`src/acp_pkg.sv`:
```
package acp_pkg;
	// ==========================================================
	// Register map
	localparam logic [7:0] ADDR_CONFIG         = 8'h00;
	localparam logic [7:0] ADDR_CHIP_ID        = 8'h01;
	localparam logic [7:0] ADDR_GRADE          = 8'h02;
	localparam logic [7:0] ADDR_DEV_INDEX      = 8'h05;
	localparam logic [7:0] ADDR_FUNC_FIRST     = 8'h08;
	localparam logic [7:0] ADDR_CLOCK_CONTROL  = 8'h09;
	localparam logic [7:0] ADDR_FUNC_LAST      = 8'h22;
	localparam logic [7:0] ADDR_UPDATE_TRIGGER = 8'hff;
	localparam int         FUNC_COUNT          = 27;
	// ==========================================================
	// Reset values and fields
	localparam logic [7:0] CLOCK_CONTROL_RESET = 8'h01;
	localparam logic [7:0] FUNC_RESET          = 8'h00;
	localparam logic [5:0] DEV_INDEX_RESET     = 6'h0f;
	localparam logic [7:0] CONFIG_FIXED        = 8'h18;
	localparam int         CLOCK_DCS_BIT       = 0;
	localparam int         CFG_LSB_HI          = 6;
	localparam int         CFG_LSB_LO          = 1;
	localparam int         CFG_SRST_HI         = 5;
	localparam int         CFG_SRST_LO         = 2;
	localparam int         UPDATE_BIT          = 0;
	// ==========================================================
	// Framing and counts
	localparam logic [1:0] COUNT_STREAM        = 2'h3;
	localparam logic [3:0] INSTR_LAST_BIT      = 4'hf;
	localparam logic [3:0] DATA_LAST_BIT       = 4'h7;
	localparam logic [1:0] STRAP_WAIT          = 2'h3;
	// ==========================================================
	// Types
	typedef enum logic [1:0] {
		ST_OFF   = 2'b00,
		ST_INSTR = 2'b01,
		ST_DATA  = 2'b10,
		ST_DONE  = 2'b11
	} acp_state_t;
	typedef struct packed {
		logic        read;
		logic [1:0]  count;
		logic [12:0] addr;
	} acp_instr_t;
	typedef struct packed {
		logic csb_up;
		logic sclk_down;
		logic sdio_down;
	} acp_term_t;
	localparam acp_term_t TERM_ON = 3'h7;
endpackage

```
`src/acp_serial_config_port.sv`:
```
`timescale 1ns/10ps
// Overview of operation
// - Clock and select are inputs; data pin driven only during readback.
// - Select high at power-up disables the port and exposes strap functions.
// - Each port pin has a termination pulling it to its inactive level.
// - Map: config 0x00-0x02, index 0x05, trigger 0xff, functions 0x08-0x22.
// - Function writes take effect only after writing one to the trigger.
// - Clock register resets to one; bit 0 enables the duty cycle stabilizer.
// - Reset loads default values; undefined bits have no function.
// - Frame is a 16-bit instruction then one or more data bytes.
// - Byte count three streams bytes until select rises.
// - Select rising mid-byte resets the engine to await an instruction.
// - Bits shift MSB first until configuration selects LSB first.
module acp_serial_config_port #(
	parameter logic [7:0] CHIP_ID  = 8'h5a, // Arbitrary value
	parameter logic [2:0] GRADE_ID = 3'h0   // Arbitrary value
) (
	input  wire logic                  clk,
	input  wire logic                  rst,
	input  wire logic                  sclk,
	input  wire logic                  chip_select_n,
	input  wire logic                  sdio_in,
	output logic                       sdio_out,
	output logic                       sdio_oe,
	output logic                       port_disabled,
	output logic                       test_pattern_strap,
	output logic                       output_mode_strap,
	output acp_pkg::acp_term_t         pin_term,
	output logic                       lsb_first,
	output logic                       dcs_enable,
	output logic [5:0]                 dev_index,
	output logic [26:0][7:0]           func_active
);
	// ==========================================================
	// Pin synchronisers
	logic [2:0]               s_sclk;
	logic [2:0]               s_csb;
	logic [1:0]               s_sdio;

	always_ff @(posedge clk or posedge rst) begin
		if (rst) begin
			s_sclk <= 3'h0;
			s_csb  <= 3'h7;
			s_sdio <= 2'h0;
		end else begin
			s_sclk <= {s_sclk[1:0], sclk};
			s_csb  <= {s_csb[1:0], chip_select_n};
			s_sdio <= {s_sdio[0], sdio_in};
		end
	end

	// ==========================================================
	// Helpers
	function automatic logic is_func(input logic [12:0] a);
		return a[12:8] == 5'h00 && a[7:0] >= acp_pkg::ADDR_FUNC_FIRST &&
			a[7:0] <= acp_pkg::ADDR_FUNC_LAST;
	endfunction

	function automatic logic [4:0] func_idx(input logic [12:0] a);
		return 5'(a[7:0] - acp_pkg::ADDR_FUNC_FIRST);
	endfunction

	function automatic logic [7:0] func_default(input int i);
		return (i == 1) ? acp_pkg::CLOCK_CONTROL_RESET : acp_pkg::FUNC_RESET;
	endfunction

	// ==========================================================
	// Serial engine and registers
	acp_pkg::acp_state_t      state, next_state;
	logic [3:0]               bit_cnt, next_bit_cnt;
	logic [15:0]              rx, next_rx;
	acp_pkg::acp_instr_t      instr, next_instr;
	logic [1:0]               bytes_left, next_bytes_left;
	logic [7:0]               tx, next_tx;
	logic [26:0][7:0]         staged, next_staged;
	logic [26:0][7:0]         next_func_active;
	logic                     xfer_pend, next_xfer_pend;
	logic [1:0]               strap_cnt, next_strap_cnt;
	logic                     next_sdio_out, next_sdio_oe, next_port_disabled;
	logic                     next_tp_strap, next_om_strap, next_lsb_first;
	logic                     next_dcs_enable;
	logic [5:0]               next_dev_index;
	logic                     sclk_rise, sclk_fall, csb_hi, din, stream;
	logic [15:0]              rx_new, rx_rev;
	logic [7:0]               wdata;
	acp_pkg::acp_instr_t      ins;
	logic [12:0]              nxt_addr;

	function automatic logic [7:0] read_byte(input logic [12:0] a);
		logic [7:0] v;
		v = 8'h00;
		if (a[12:8] == 5'h00) begin
			case (a[7:0])
				acp_pkg::ADDR_CONFIG: begin
					v = acp_pkg::CONFIG_FIXED;
					v[acp_pkg::CFG_LSB_HI] = lsb_first;
					v[acp_pkg::CFG_LSB_LO] = lsb_first;
				end
				acp_pkg::ADDR_CHIP_ID:   v = CHIP_ID;
				acp_pkg::ADDR_GRADE:     v = {1'b0, GRADE_ID, 4'h0};
				acp_pkg::ADDR_DEV_INDEX: v = {2'b00, dev_index};
				default: begin
					if (is_func(a)) begin
						v = staged[func_idx(a)];
					end
				end
			endcase
		end
		return v;
	endfunction

	always_comb begin
		next_state         = state;
		next_bit_cnt       = bit_cnt;
		next_rx            = rx;
		next_instr         = instr;
		next_bytes_left    = bytes_left;
		next_tx            = tx;
		next_staged        = staged;
		next_func_active   = func_active;
		next_xfer_pend     = 1'b0;
		next_strap_cnt     = strap_cnt;
		next_sdio_out      = sdio_out;
		next_sdio_oe       = sdio_oe;
		next_port_disabled = port_disabled;
		next_tp_strap      = 1'b0;
		next_om_strap      = 1'b0;
		next_lsb_first     = lsb_first;
		next_dev_index     = dev_index;
		sclk_rise = s_sclk[1] & ~s_sclk[2];
		sclk_fall = ~s_sclk[1] & s_sclk[2];
		csb_hi    = s_csb[1];
		din       = s_sdio[1];
		stream    = instr.count == acp_pkg::COUNT_STREAM;
		rx_new    = {rx[14:0], din};
		rx_rev    = {<<{rx_new}};
		wdata     = lsb_first ? rx_rev[15:8] : rx_new[7:0];
		ins       = lsb_first ? rx_rev : rx_new;
		nxt_addr  = lsb_first ? instr.addr + 13'h1 : instr.addr - 13'h1;
		if (xfer_pend) begin
			next_func_active = staged;
		end
		next_dcs_enable = func_active[1][acp_pkg::CLOCK_DCS_BIT];
		case (state)
			acp_pkg::ST_OFF: begin
				if (strap_cnt != acp_pkg::STRAP_WAIT) begin
					next_strap_cnt = strap_cnt + 2'h1;
				end else if (csb_hi || port_disabled) begin
					next_port_disabled = 1'b1;
					next_tp_strap      = s_sclk[1];
					next_om_strap      = din;
				end else begin
					next_state = acp_pkg::ST_INSTR;
				end
			end
			default: begin
				if (csb_hi) begin
					next_sdio_oe = 1'b0;
					if (bit_cnt[2:0] != 3'h0 || state == acp_pkg::ST_DONE ||
						(state == acp_pkg::ST_DATA && stream)) begin
						next_state   = acp_pkg::ST_INSTR;
						next_bit_cnt = 4'h0;
					end
				end else begin
					if (sclk_rise && state != acp_pkg::ST_DONE) begin
						next_rx      = rx_new;
						next_bit_cnt = bit_cnt + 4'h1;
						if (state == acp_pkg::ST_INSTR && bit_cnt == acp_pkg::INSTR_LAST_BIT) begin
							next_instr      = ins;
							next_state      = acp_pkg::ST_DATA;
							next_bit_cnt    = 4'h0;
							next_bytes_left = ins.count;
							next_tx         = read_byte(ins.addr);
						end
						if (state == acp_pkg::ST_DATA && bit_cnt == acp_pkg::DATA_LAST_BIT) begin
							next_bit_cnt = 4'h0;
							if (!instr.read && instr.addr[12:8] == 5'h00) begin
								if (instr.addr[7:0] == acp_pkg::ADDR_CONFIG) begin
									next_lsb_first = wdata[acp_pkg::CFG_LSB_HI] |
										wdata[acp_pkg::CFG_LSB_LO];
									if (wdata[acp_pkg::CFG_SRST_HI] | wdata[acp_pkg::CFG_SRST_LO]) begin
										next_lsb_first = 1'b0;
										next_dev_index = acp_pkg::DEV_INDEX_RESET;
										for (int i = 0; i < acp_pkg::FUNC_COUNT; i++) begin
											next_staged[i]      = func_default(i);
											next_func_active[i] = func_default(i);
										end
									end
								end else if (instr.addr[7:0] == acp_pkg::ADDR_DEV_INDEX) begin
									next_dev_index = wdata[5:0];
								end else if (is_func(instr.addr)) begin
									next_staged[func_idx(instr.addr)] = wdata;
								end else if (instr.addr[7:0] == acp_pkg::ADDR_UPDATE_TRIGGER) begin
									next_xfer_pend = wdata[acp_pkg::UPDATE_BIT];
								end
							end
							next_instr.addr = nxt_addr;
							next_tx         = read_byte(nxt_addr);
							if (!stream) begin
								if (bytes_left == 2'h0) begin
									next_state = acp_pkg::ST_DONE;
								end else begin
									next_bytes_left = bytes_left - 2'h1;
								end
							end
						end
					end
					if (sclk_fall) begin
						next_sdio_oe  = state == acp_pkg::ST_DATA && instr.read;
						next_sdio_out = lsb_first ? tx[bit_cnt[2:0]] : tx[3'h7 - bit_cnt[2:0]];
					end
				end
			end
		endcase
	end

	always_ff @(posedge clk or posedge rst) begin
		if (rst) begin
			state              <= acp_pkg::ST_OFF;
			bit_cnt            <= 4'h0;
			rx                 <= 16'h0000;
			instr              <= '0;
			bytes_left         <= 2'h0;
			tx                 <= 8'h00;
			xfer_pend          <= 1'b0;
			strap_cnt          <= 2'h0;
			sdio_out           <= 1'b0;
			sdio_oe            <= 1'b0;
			port_disabled      <= 1'b0;
			test_pattern_strap <= 1'b0;
			output_mode_strap  <= 1'b0;
			lsb_first          <= 1'b0;
			dcs_enable         <= 1'b1;
			dev_index          <= acp_pkg::DEV_INDEX_RESET;
			pin_term           <= acp_pkg::TERM_ON;
			for (int i = 0; i < acp_pkg::FUNC_COUNT; i++) begin
				staged[i]      <= func_default(i);
				func_active[i] <= func_default(i);
			end
		end else begin
			state              <= next_state;
			bit_cnt            <= next_bit_cnt;
			rx                 <= next_rx;
			instr              <= next_instr;
			bytes_left         <= next_bytes_left;
			tx                 <= next_tx;
			xfer_pend          <= next_xfer_pend;
			strap_cnt          <= next_strap_cnt;
			sdio_out           <= next_sdio_out;
			sdio_oe            <= next_sdio_oe;
			port_disabled      <= next_port_disabled;
			test_pattern_strap <= next_tp_strap;
			output_mode_strap  <= next_om_strap;
			lsb_first          <= next_lsb_first;
			dcs_enable         <= next_dcs_enable;
			dev_index          <= next_dev_index;
			pin_term           <= acp_pkg::TERM_ON;
			staged             <= next_staged;
			func_active        <= next_func_active;
		end
	end
endmodule

```
`config.mk`:
```
export PLATFORM = sky130hd
export DESIGN_NAME = acp_serial_config_port
export DESIGN_NICKNAME = d
export VERILOG_FILES = /design/src/acp_pkg.sv /design/src/acp_serial_config_port.sv
export SDC_FILE = /design/constraint.sdc
export NUM_CORES = 1
export LEC_CHECK = 0
export CORE_MARGIN = 2
export CORE_UTILIZATION = 62
export CTS_CLUSTER_SIZE = 25
export DETAILED_ROUTE_END_ITERATION = 7
export DONT_BUFFER_PORTS = 1
export GPL_TIMING_DRIVEN = 0
export PLACE_DENSITY = 0.76
export REMOVE_ABC_BUFFERS = 1
export SLEW_MARGIN = 20
export SYNTH_ARGS = -nofsm -noshare
export SYNTH_HDL_FRONTEND = slang
export SYNTH_SLANG_ARGS = --single-unit
```
`constraint.sdc`:
```
create_clock -name clk -period 36.4 [get_ports clk]
set_clock_uncertainty 0.05 [all_clocks]
set_input_delay 7.28 -clock clk [delete_from_list [all_inputs] [get_ports clk]]
set_output_delay 7.28 -clock clk [all_outputs]
set_load 0.005 [all_outputs]
```
# Word-level counts from Yosys, hierarchy flattened
# Cells that the tools add are included.
dict set report totals {
  register_bits 502
  in_bits 5
  out_inout_bits 232
  elab_cells 248
}
dict set report op_classes {
  n_addsub 9
  magnitude_cmp 12
  eq_ne 22
  n_mux 77
  n_bitwise 9
  reduce_logical 44
}
# operator count
set op_table {}
lappend op_table {{$mux 216} 12}
lappend op_table {{$bwmux 216} 1}
lappend op_table {{$bmux 8 s5} 2}
lappend op_table {{$mux 8} 10}
lappend op_table {{$pmux 8 s4} 2}
lappend op_table {{$demux 8 s5} 1}
lappend op_table {{$mux 13} 3}
lappend op_table {{$mux 2} 14}
lappend op_table {{$eq 8x3->1 const B} 3}
lappend op_table {{$ge 8x4->1 const B} 3}
lappend op_table {{$le 8x6->1 const B} 3}
lappend op_table {{$logic_not 8->1} 3}
lappend op_table {{$mux 1} 21}
lappend op_table {{$mux 4} 5}
lappend op_table {{$lt 5x6->1 const B} 3}
lappend op_table {{$mux 6} 3}
lappend op_table {{$eq 8x1->1 const B} 2}
lappend op_table {{$eq 8x2->1 const B} 2}
lappend op_table {{$mux 16} 1}
lappend op_table {{$logic_not 5->1} 3}
lappend op_table {{$sub 5x4->5 const B} 3}
lappend op_table {{$add 13x1->13 const B} 1}
lappend op_table {{$logic_and 1x1->1} 13}
lappend op_table {{$sub 13x1->13 const B} 1}
lappend op_table {{29 further kinds} 58}

# Logic depth before layout (Yosys ltp)
# Gate-level depths: netlist of the first run.
dict set report depth {
  depth_word 11
  ltp_mapped 17
}

# Least setup slack after synthesis of the first run
# Ideal clock, no wire load.
dict set report synth_path {
  path_type {flip-flop to output port}
  startpoint {reg dev_index[2]}
  endpoint {out dev_index[2]}
  t_arrival_ns 0.536
  required_ns 29.070
  path_slack_ns 28.534
  stages_incl_launch_ff 1
  n_path_buf 0
  cell_sequence {dfstp_2}
}
# item line
set synth_lines {}
lappend synth_lines {{start, declared} acp_serial_config_port.sv:31} ;# output logic [5:0] dev_index,
lappend synth_lines {{start signal, assigned} acp_serial_config_port.sv:234} ;# dev_index <= acp_pkg::DEV_INDEX_RESET;
lappend synth_lines {{start signal, assigned} acp_serial_config_port.sv:256} ;# dev_index <= next_dev_index;
# No word-level cell between the ends.

# Worst setup path after layout of the first run
dict set report layout_path {
  startpoint {reg lsb_first}
  endpoint {out lsb_first}
}
# item line
set layout_lines {}
lappend layout_lines {{start, declared} acp_serial_config_port.sv:29} ;# output logic lsb_first,
lappend layout_lines {{start signal, assigned} acp_serial_config_port.sv:254} ;# lsb_first <= next_lsb_first;
# No word-level cell between the ends.

==> results of run 1 <==
kinds of logic after synthesis:
kind of cell	Yosys count	synth area share, %
XOR/XNOR	11	0.417
other	1	0.0151
multiplexers	348	17.4
AND/OR/NAND/NOR	748	12.9
adder cells (fa/ha/maj)	20	1.03
buffers and inverters	182	3.43
AO/OA/AOI/OAI	484	14.4
flip-flops	502	50.5
state kept, by name, indices dropped and copies added, names as in the netlist, 2 cells and up:
name	count
tx	8
staged	216
state	2
instr	16
dev_index	6
rx	15
s_sdio	2
s_csb	2
bit_cnt	4
strap_cnt	2
s_sclk	3
bytes_left	2
func_active	216
power groups by stage:
stage	clock, mW	combinational (mW)	sequential [mW]
finish	0.525	0.100	0.569
global route	0.551	0.106	0.569
CTS	0.528	0.0976	0.569
detailed placement	0	0.0972	0.579
global placement	0	0.0907	0.579
floorplan	0	0.0594	0.576
stage by stage:
step / setup slack, ns / total power, mW / util (%) / std cells / hold slack (ns)
after floorplan: 15.07 / 0.636 / - / 2134 / 0.281
after global placement: 10.34 / 0.669 / 62.4 / 2659 / 0.287
after detailed placement: 27.44 / 0.676 / 65.1 / 2701 / 0.287
after CTS: 27.80 / 1.19 / 69.3 / 2793 / 0.315
after global routing: 27.79 / 1.23 / 69.3 / 2793 / 0.317
final: 27.80 / 1.19 / 69.3 / 2794 / 0.311
final timing paths:
path,from,end,depth (start not counted)
setup / recovery,lsb_first$_DFFE_PP0P_,lsb_first,0
setup reg to reg,instr[0]$_DFFE_PP0P_,tx[3]$_DFFE_PP0P_,10
hold / removal,s_csb[0]$_DFF_PP1_,s_csb[1]$_DFF_PP1_,0
max in group asynchronous,rst,func_active[40]$_DFF_PP0_,4
hold reg to reg,s_csb[0]$_DFF_PP1_,s_csb[1]$_DFF_PP1_,0
min in group asynchronous,rst,func_active[196]$_DFF_PP0_,1
placed cells by master (no fill, tap or decap), types with 8 or more instances in the layout:
master       n
a21o_1       8
a21oi_1     73
a22o_1     204
a31oi_1     22
and2_1       9
buf_16      24
clkbuf_1    14
clkbuf_16   53
clkbuf_8     9
clkinv_2     9
dfrtp_1    490
dfstp_2      9
ha_1        19
inv_1       15
mux2_2      13
mux2i_1    264
mux4_2      67
nand2_1    282
nand3_1     74
nor2_1     300
nor3_1      18
o211ai_1    11
o21ai_0     40
o21ai_1     26
o22ai_1     12
o31ai_1     13
layout make-up:
| cell class | instances | area, um^2 | share of cell area (%) |
|---|---|---|---|
| inverter | 18 | 75.1 | 0.273 |
| sequential | 502 | 12600 | 45.7 |
| timing repair buffer | 42 | 947 | 3.44 |
| antenna | 1 | 2.50 | 0.00909 |
| tap | 525 | 657 | 2.38 |
| multi-input combinational | 1614 | 11600 | 42.2 |
| clock buffer | 76 | 1500 | 5.46 |
| clock inverter | 16 | 156 | 0.568 |
routing by layer:
| layer | GRT usage [%] | vias to the layer above | wire [um] |
|---|---|---|---|
| met5 | 1.31 | - | 77 |
| met4 | 21.5 | 2 | 4930 |
| met3 | 11.6 | 306 | 9350 |
| met2 | 56.5 | 1372 | 35400 |
| met1 | 52.3 | 9901 | 30400 |
| li1 | - | 8267 | - |
==> impl_metrics.tcl, run 1 <==
set metrics [dict create \
    status "finished with violations" \
    violations "DRC" \
    period_minus_slack_ns 8.60 \
    combinationalPowerShare_pct 8.4 \
    fmax_mhz 116 \
    finalHoldViolCount 0 \
    rrSetupSlack_ns 31.44 \
    grt_first_pass_wirelength_mm 122 \
    yosys-top-cells-area "dfrtp_1, mux2i_1, a22o_1, mux4_2, nor2_1" \
    cts_tree "done" \
    synth_cells 2296 \
    clkPwrFrac_pct 44.0 \
    io_pins 237 \
    wl_mm 80.2 \
    rsz0062_at_grt "false" \
    die_w_um 204 \
    yosysUniqueCellTypes 77 \
    drt_iter0_drc 2918 \
    endpoint_kind "output port" \
    cp.required_ns 29.07 \
    setup_viol 0 \
    fin_area_um2 27500 \
    via_count 19800 \
    synth_area_um2 24900 \
    ys_seq_area_share_pct 50.5 \
    insertion_delay_ns 0.61 \
    peakVddDrop_uv 38.3 \
    syn2layout_area_growth_pct 10.6 \
    viasPerCell 7.10 \
    crit_type "flop to output port" \
    slew_headroom_pct 29.5 \
    period_share_pct 23.6 \
    setup-tns-final_ns 0 \
    start_util_pct 62.7 \
    dieArea_um2 41800 \
    max_slew.worst_pin.slew_ns 1.03 \
    hold_path_class "flop to flop" \
    ys_ff_latch 502 \
    track_usage_pct 38.8 \
    antenna_left 0 \
    die_h_um 204 \
    clock_path_buffers 3 \
    seqPwrFrac_pct 47.6 \
    grt_max_degree 110 \
    rows 73 \
    synth_top_area_cell "dfrtp_1" \
    synth.top_cell.area_share_pct 49.5 \
    grt_pass1_vias 19400 \
    cts_hold_buf 0 \
    synth_edf_count 0 \
    placed_area_um2 25900 \
    clkTransAtPathRegs_ns 0.07 \
    fillers 2804 \
    htreeDepth 2 \
    drive_gt1_share_pct 11.1 \
    cell_internal_pwr_mw 0.889 \
    power-per-cell-area_nw_per_um2 43.4 \
    synthArstFlopShare_pct 100 \
    switching_share_pct 25.5 \
    post_cts_resized 0 \
    yosysMostFrequentCell "dfrtp_1" \
    synthFlopType "dfrtp_1" \
    leakagePower_nw 12.0 \
    nets 2255 \
    firstDrtPassIters 8 \
    yosys-top-cells-count "dfrtp_1, nor2_1, nand2_1" \
    design.core.area_um2 39700 \
    port_buffers 0 \
    antenna_found_initial 0 \
    ys_warn_count 0 \
    startpoint_type "flop" \
    postSynthAreaPerCell_um2 10.8 \
    cts_setup_buffers 0 \
    maxCapViolCount 0 \
    power_switching_mw 0.305 \
    wl_per_cell_um 28.7 \
    hpwlAfterDp_mm 55.8 \
    cts_buffers 52 \
    finalMaxSlewViolations 0 \
    drc_errors 11 \
    gr-total-overflow 0 \
    root_buffer "clkbuf_16" \
    cts.sinks 502 \
    crit_arrival_ns 1.27 \
    critPathMaxFanout 15 \
    gp_congestion 0.958 \
]
Power figures use the tool's default switching activity.
==> run 2: changes to the inputs <==
clock period = 8.65 ns   (was 36.4 ns; I/O delays follow)
==> impl_metrics.tcl, run 2 (synthesis results as in run 1) <==
set metrics [dict create \
    start_util_pct 62.7 \
    maxCapViolCount 0 \
    crit_type "flop to flop" \
    viasPerCell 7.11 \
    switching_share_pct 25.5 \
    finalHoldViolCount 0 \
    setup-tns-final_ns 0 \
    firstDrtPassIters 6 \
    die_h_um 204 \
    placed_area_um2 25900 \
    pre_cts_slack_ns 3.86 \
    leakagePower_nw 12.0 \
    power-per-cell-area_nw_per_um2 182 \
    final_common_cell "dfrtp_1" \
    clock_path_buffers 3 \
    rows 73 \
    cts_tree "done" \
    startpoint_type "flop" \
    root_buffer "clkbuf_16" \
    cp_slowest_cell "fa_4" \
    drive_gt1_share_pct 11.1 \
    crit_arrival_ns 5.39 \
    period_share_pct 57.0 \
    grt_first_pass_wirelength_mm 121 \
    cts_buffers 52 \
    period_minus_slack_ns 4.93 \
    drc_errors 0 \
    rsz0062_at_grt "false" \
    post_cts_resized 0 \
    finalPower_mw 5.02 \
    clkTransAtPathRegs_ns 0.07 \
    slew_headroom_pct 28.8 \
    dieArea_um2 41800 \
    status "finished clean" \
    track_usage_pct 38.8 \
    finalMaxSlewViolations 0 \
    wl_mm 80.0 \
    antenna_cells 0 \
    fin_area_um2 27500 \
    io_pins 237 \
    via_count 19900 \
    fin_ws_ns 3.72 \
    port_buffers 0 \
    wl_per_cell_um 28.7 \
    clkPwrFrac_pct 44.0 \
    htreeDepth 2 \
    insertion_delay_ns 0.61 \
    final_cell_mix "dfrtp_1, nor2_1, nand2_1" \
    grt_pass1_vias 19400 \
    fmax_mhz 203 \
    setup_viol 0 \
    slowest_delay_ns 1.20 \
    die_w_um 204 \
    antenna_left 0 \
    gp_congestion 0.958 \
    critPathMaxFanout 41 \
    design.core.area_um2 39700 \
    peakVddDrop_uv 161 \
    max_slew.worst_pin.slew_ns 1.04 \
    antenna_found_initial 0 \
    grt_max_degree 110 \
    cp.required_ns 9.12 \
    hold_path_class "flop to flop" \
    cts_setup_buffers 0 \
    rrSetupSlack_ns 3.72 \
    largestRegisters "func_active x216, staged x216, instr x16" \
    crit_path_cell_trace "clkinv_1 -> fa_4 -> buf_16 -> nor2b_1 -> a22oi_1 -> nor3_1 -> a211oi_1 -> a21oi_1 -> o22ai_1 -> o31ai_1" \
    cts_hold_buf 0 \
    nets 2255 \
    syn2layout_area_growth_pct 10.6 \
    combinationalPowerShare_pct 8.4 \
    hpwlAfterDp_mm 55.8 \
    endpoint_kind "flop" \
    cell_internal_pwr_mw 3.74 \
    drt_iter0_drc 2910 \
    gr-total-overflow 0 \
    power_switching_mw 1.28 \
    seqPwrFrac_pct 47.7 \
    cts.sinks 502 \
]
-- run 2: cell count changes in the layout (fill, tap and decap cells not counted), sizes merged --
cell   before  now
diode       1    0
-- run 2: worst paths after layout --
kind / from / to / depth (start not counted)
worst max-delay path: instr[0]$_DFFE_PP0P_ / tx[3]$_DFFE_PP0P_ / 10
worst min-delay path: s_csb[0]$_DFF_PP1_ / s_csb[1]$_DFF_PP1_ / 0
worst max register to register: instr[0]$_DFFE_PP0P_ / tx[3]$_DFFE_PP0P_ / 10
worst min register to register: s_csb[0]$_DFF_PP1_ / s_csb[1]$_DFF_PP1_ / 0
max in group asynchronous: rst / func_active[40]$_DFF_PP0_ / 4
min in group asynchronous: rst / func_active[213]$_DFF_PP0_ / 1
-- run 2: cell type report --
class | count | area, um^2
Sequential cell | 502 | 12600
Fill cell | 2805 | 12200
Multi-Input combinational cell | 1614 | 11600
Clock buffer | 76 | 1500
Timing Repair Buffer | 42 | 947
Tap cell | 525 | 657
Clock inverter | 16 | 156
Inverter | 18 | 75.1
-- run 2: metal layers --
layer  vias to the layer above  share of wire (%)  wire length (um)  global-route usage, %
met2                      1364                 44             35500                   56.5
met3                       324                 12              9550                   11.6
met5                         -              0.082                66                   1.31
li1                       8258                  -                 -                      -
met1                      9912                 37             29800                   52.3
met4                         2                6.4              5080                   21.6
-- run 2: stage by stage --
step | utilization, % | hold slack (ns) | std cells
floorplan | - | 0.281 | 2134
detailed placement | 65.1 | 0.287 | 2701
global route | 69.3 | 0.317 | 2793
global placement | 62.4 | 0.287 | 2659
CTS | 69.3 | 0.315 | 2793
finish | 69.3 | 0.311 | 2793
-- run 2: power groups by stage --
stage          Clock (mW)  Sequential, mW  Combinational, mW
2_1_floorplan           0            2.43              0.250
3_3_place_gp            0            2.44              0.382
3_5_place_dp            0            2.43              0.409
4_1_cts              2.22            2.39              0.410
5_1_grt              2.32            2.39              0.447
6_report             2.21            2.39              0.420
-- run 2: worst max-delay path, delay by kind of cell, from the launching register on --
family	cells	cell delay, ns
fa+ha+maj	1	1.20
simple gates	2	0.89
flops	1	0.93
compound gates	5	0.89
buf+inv	2	0.84
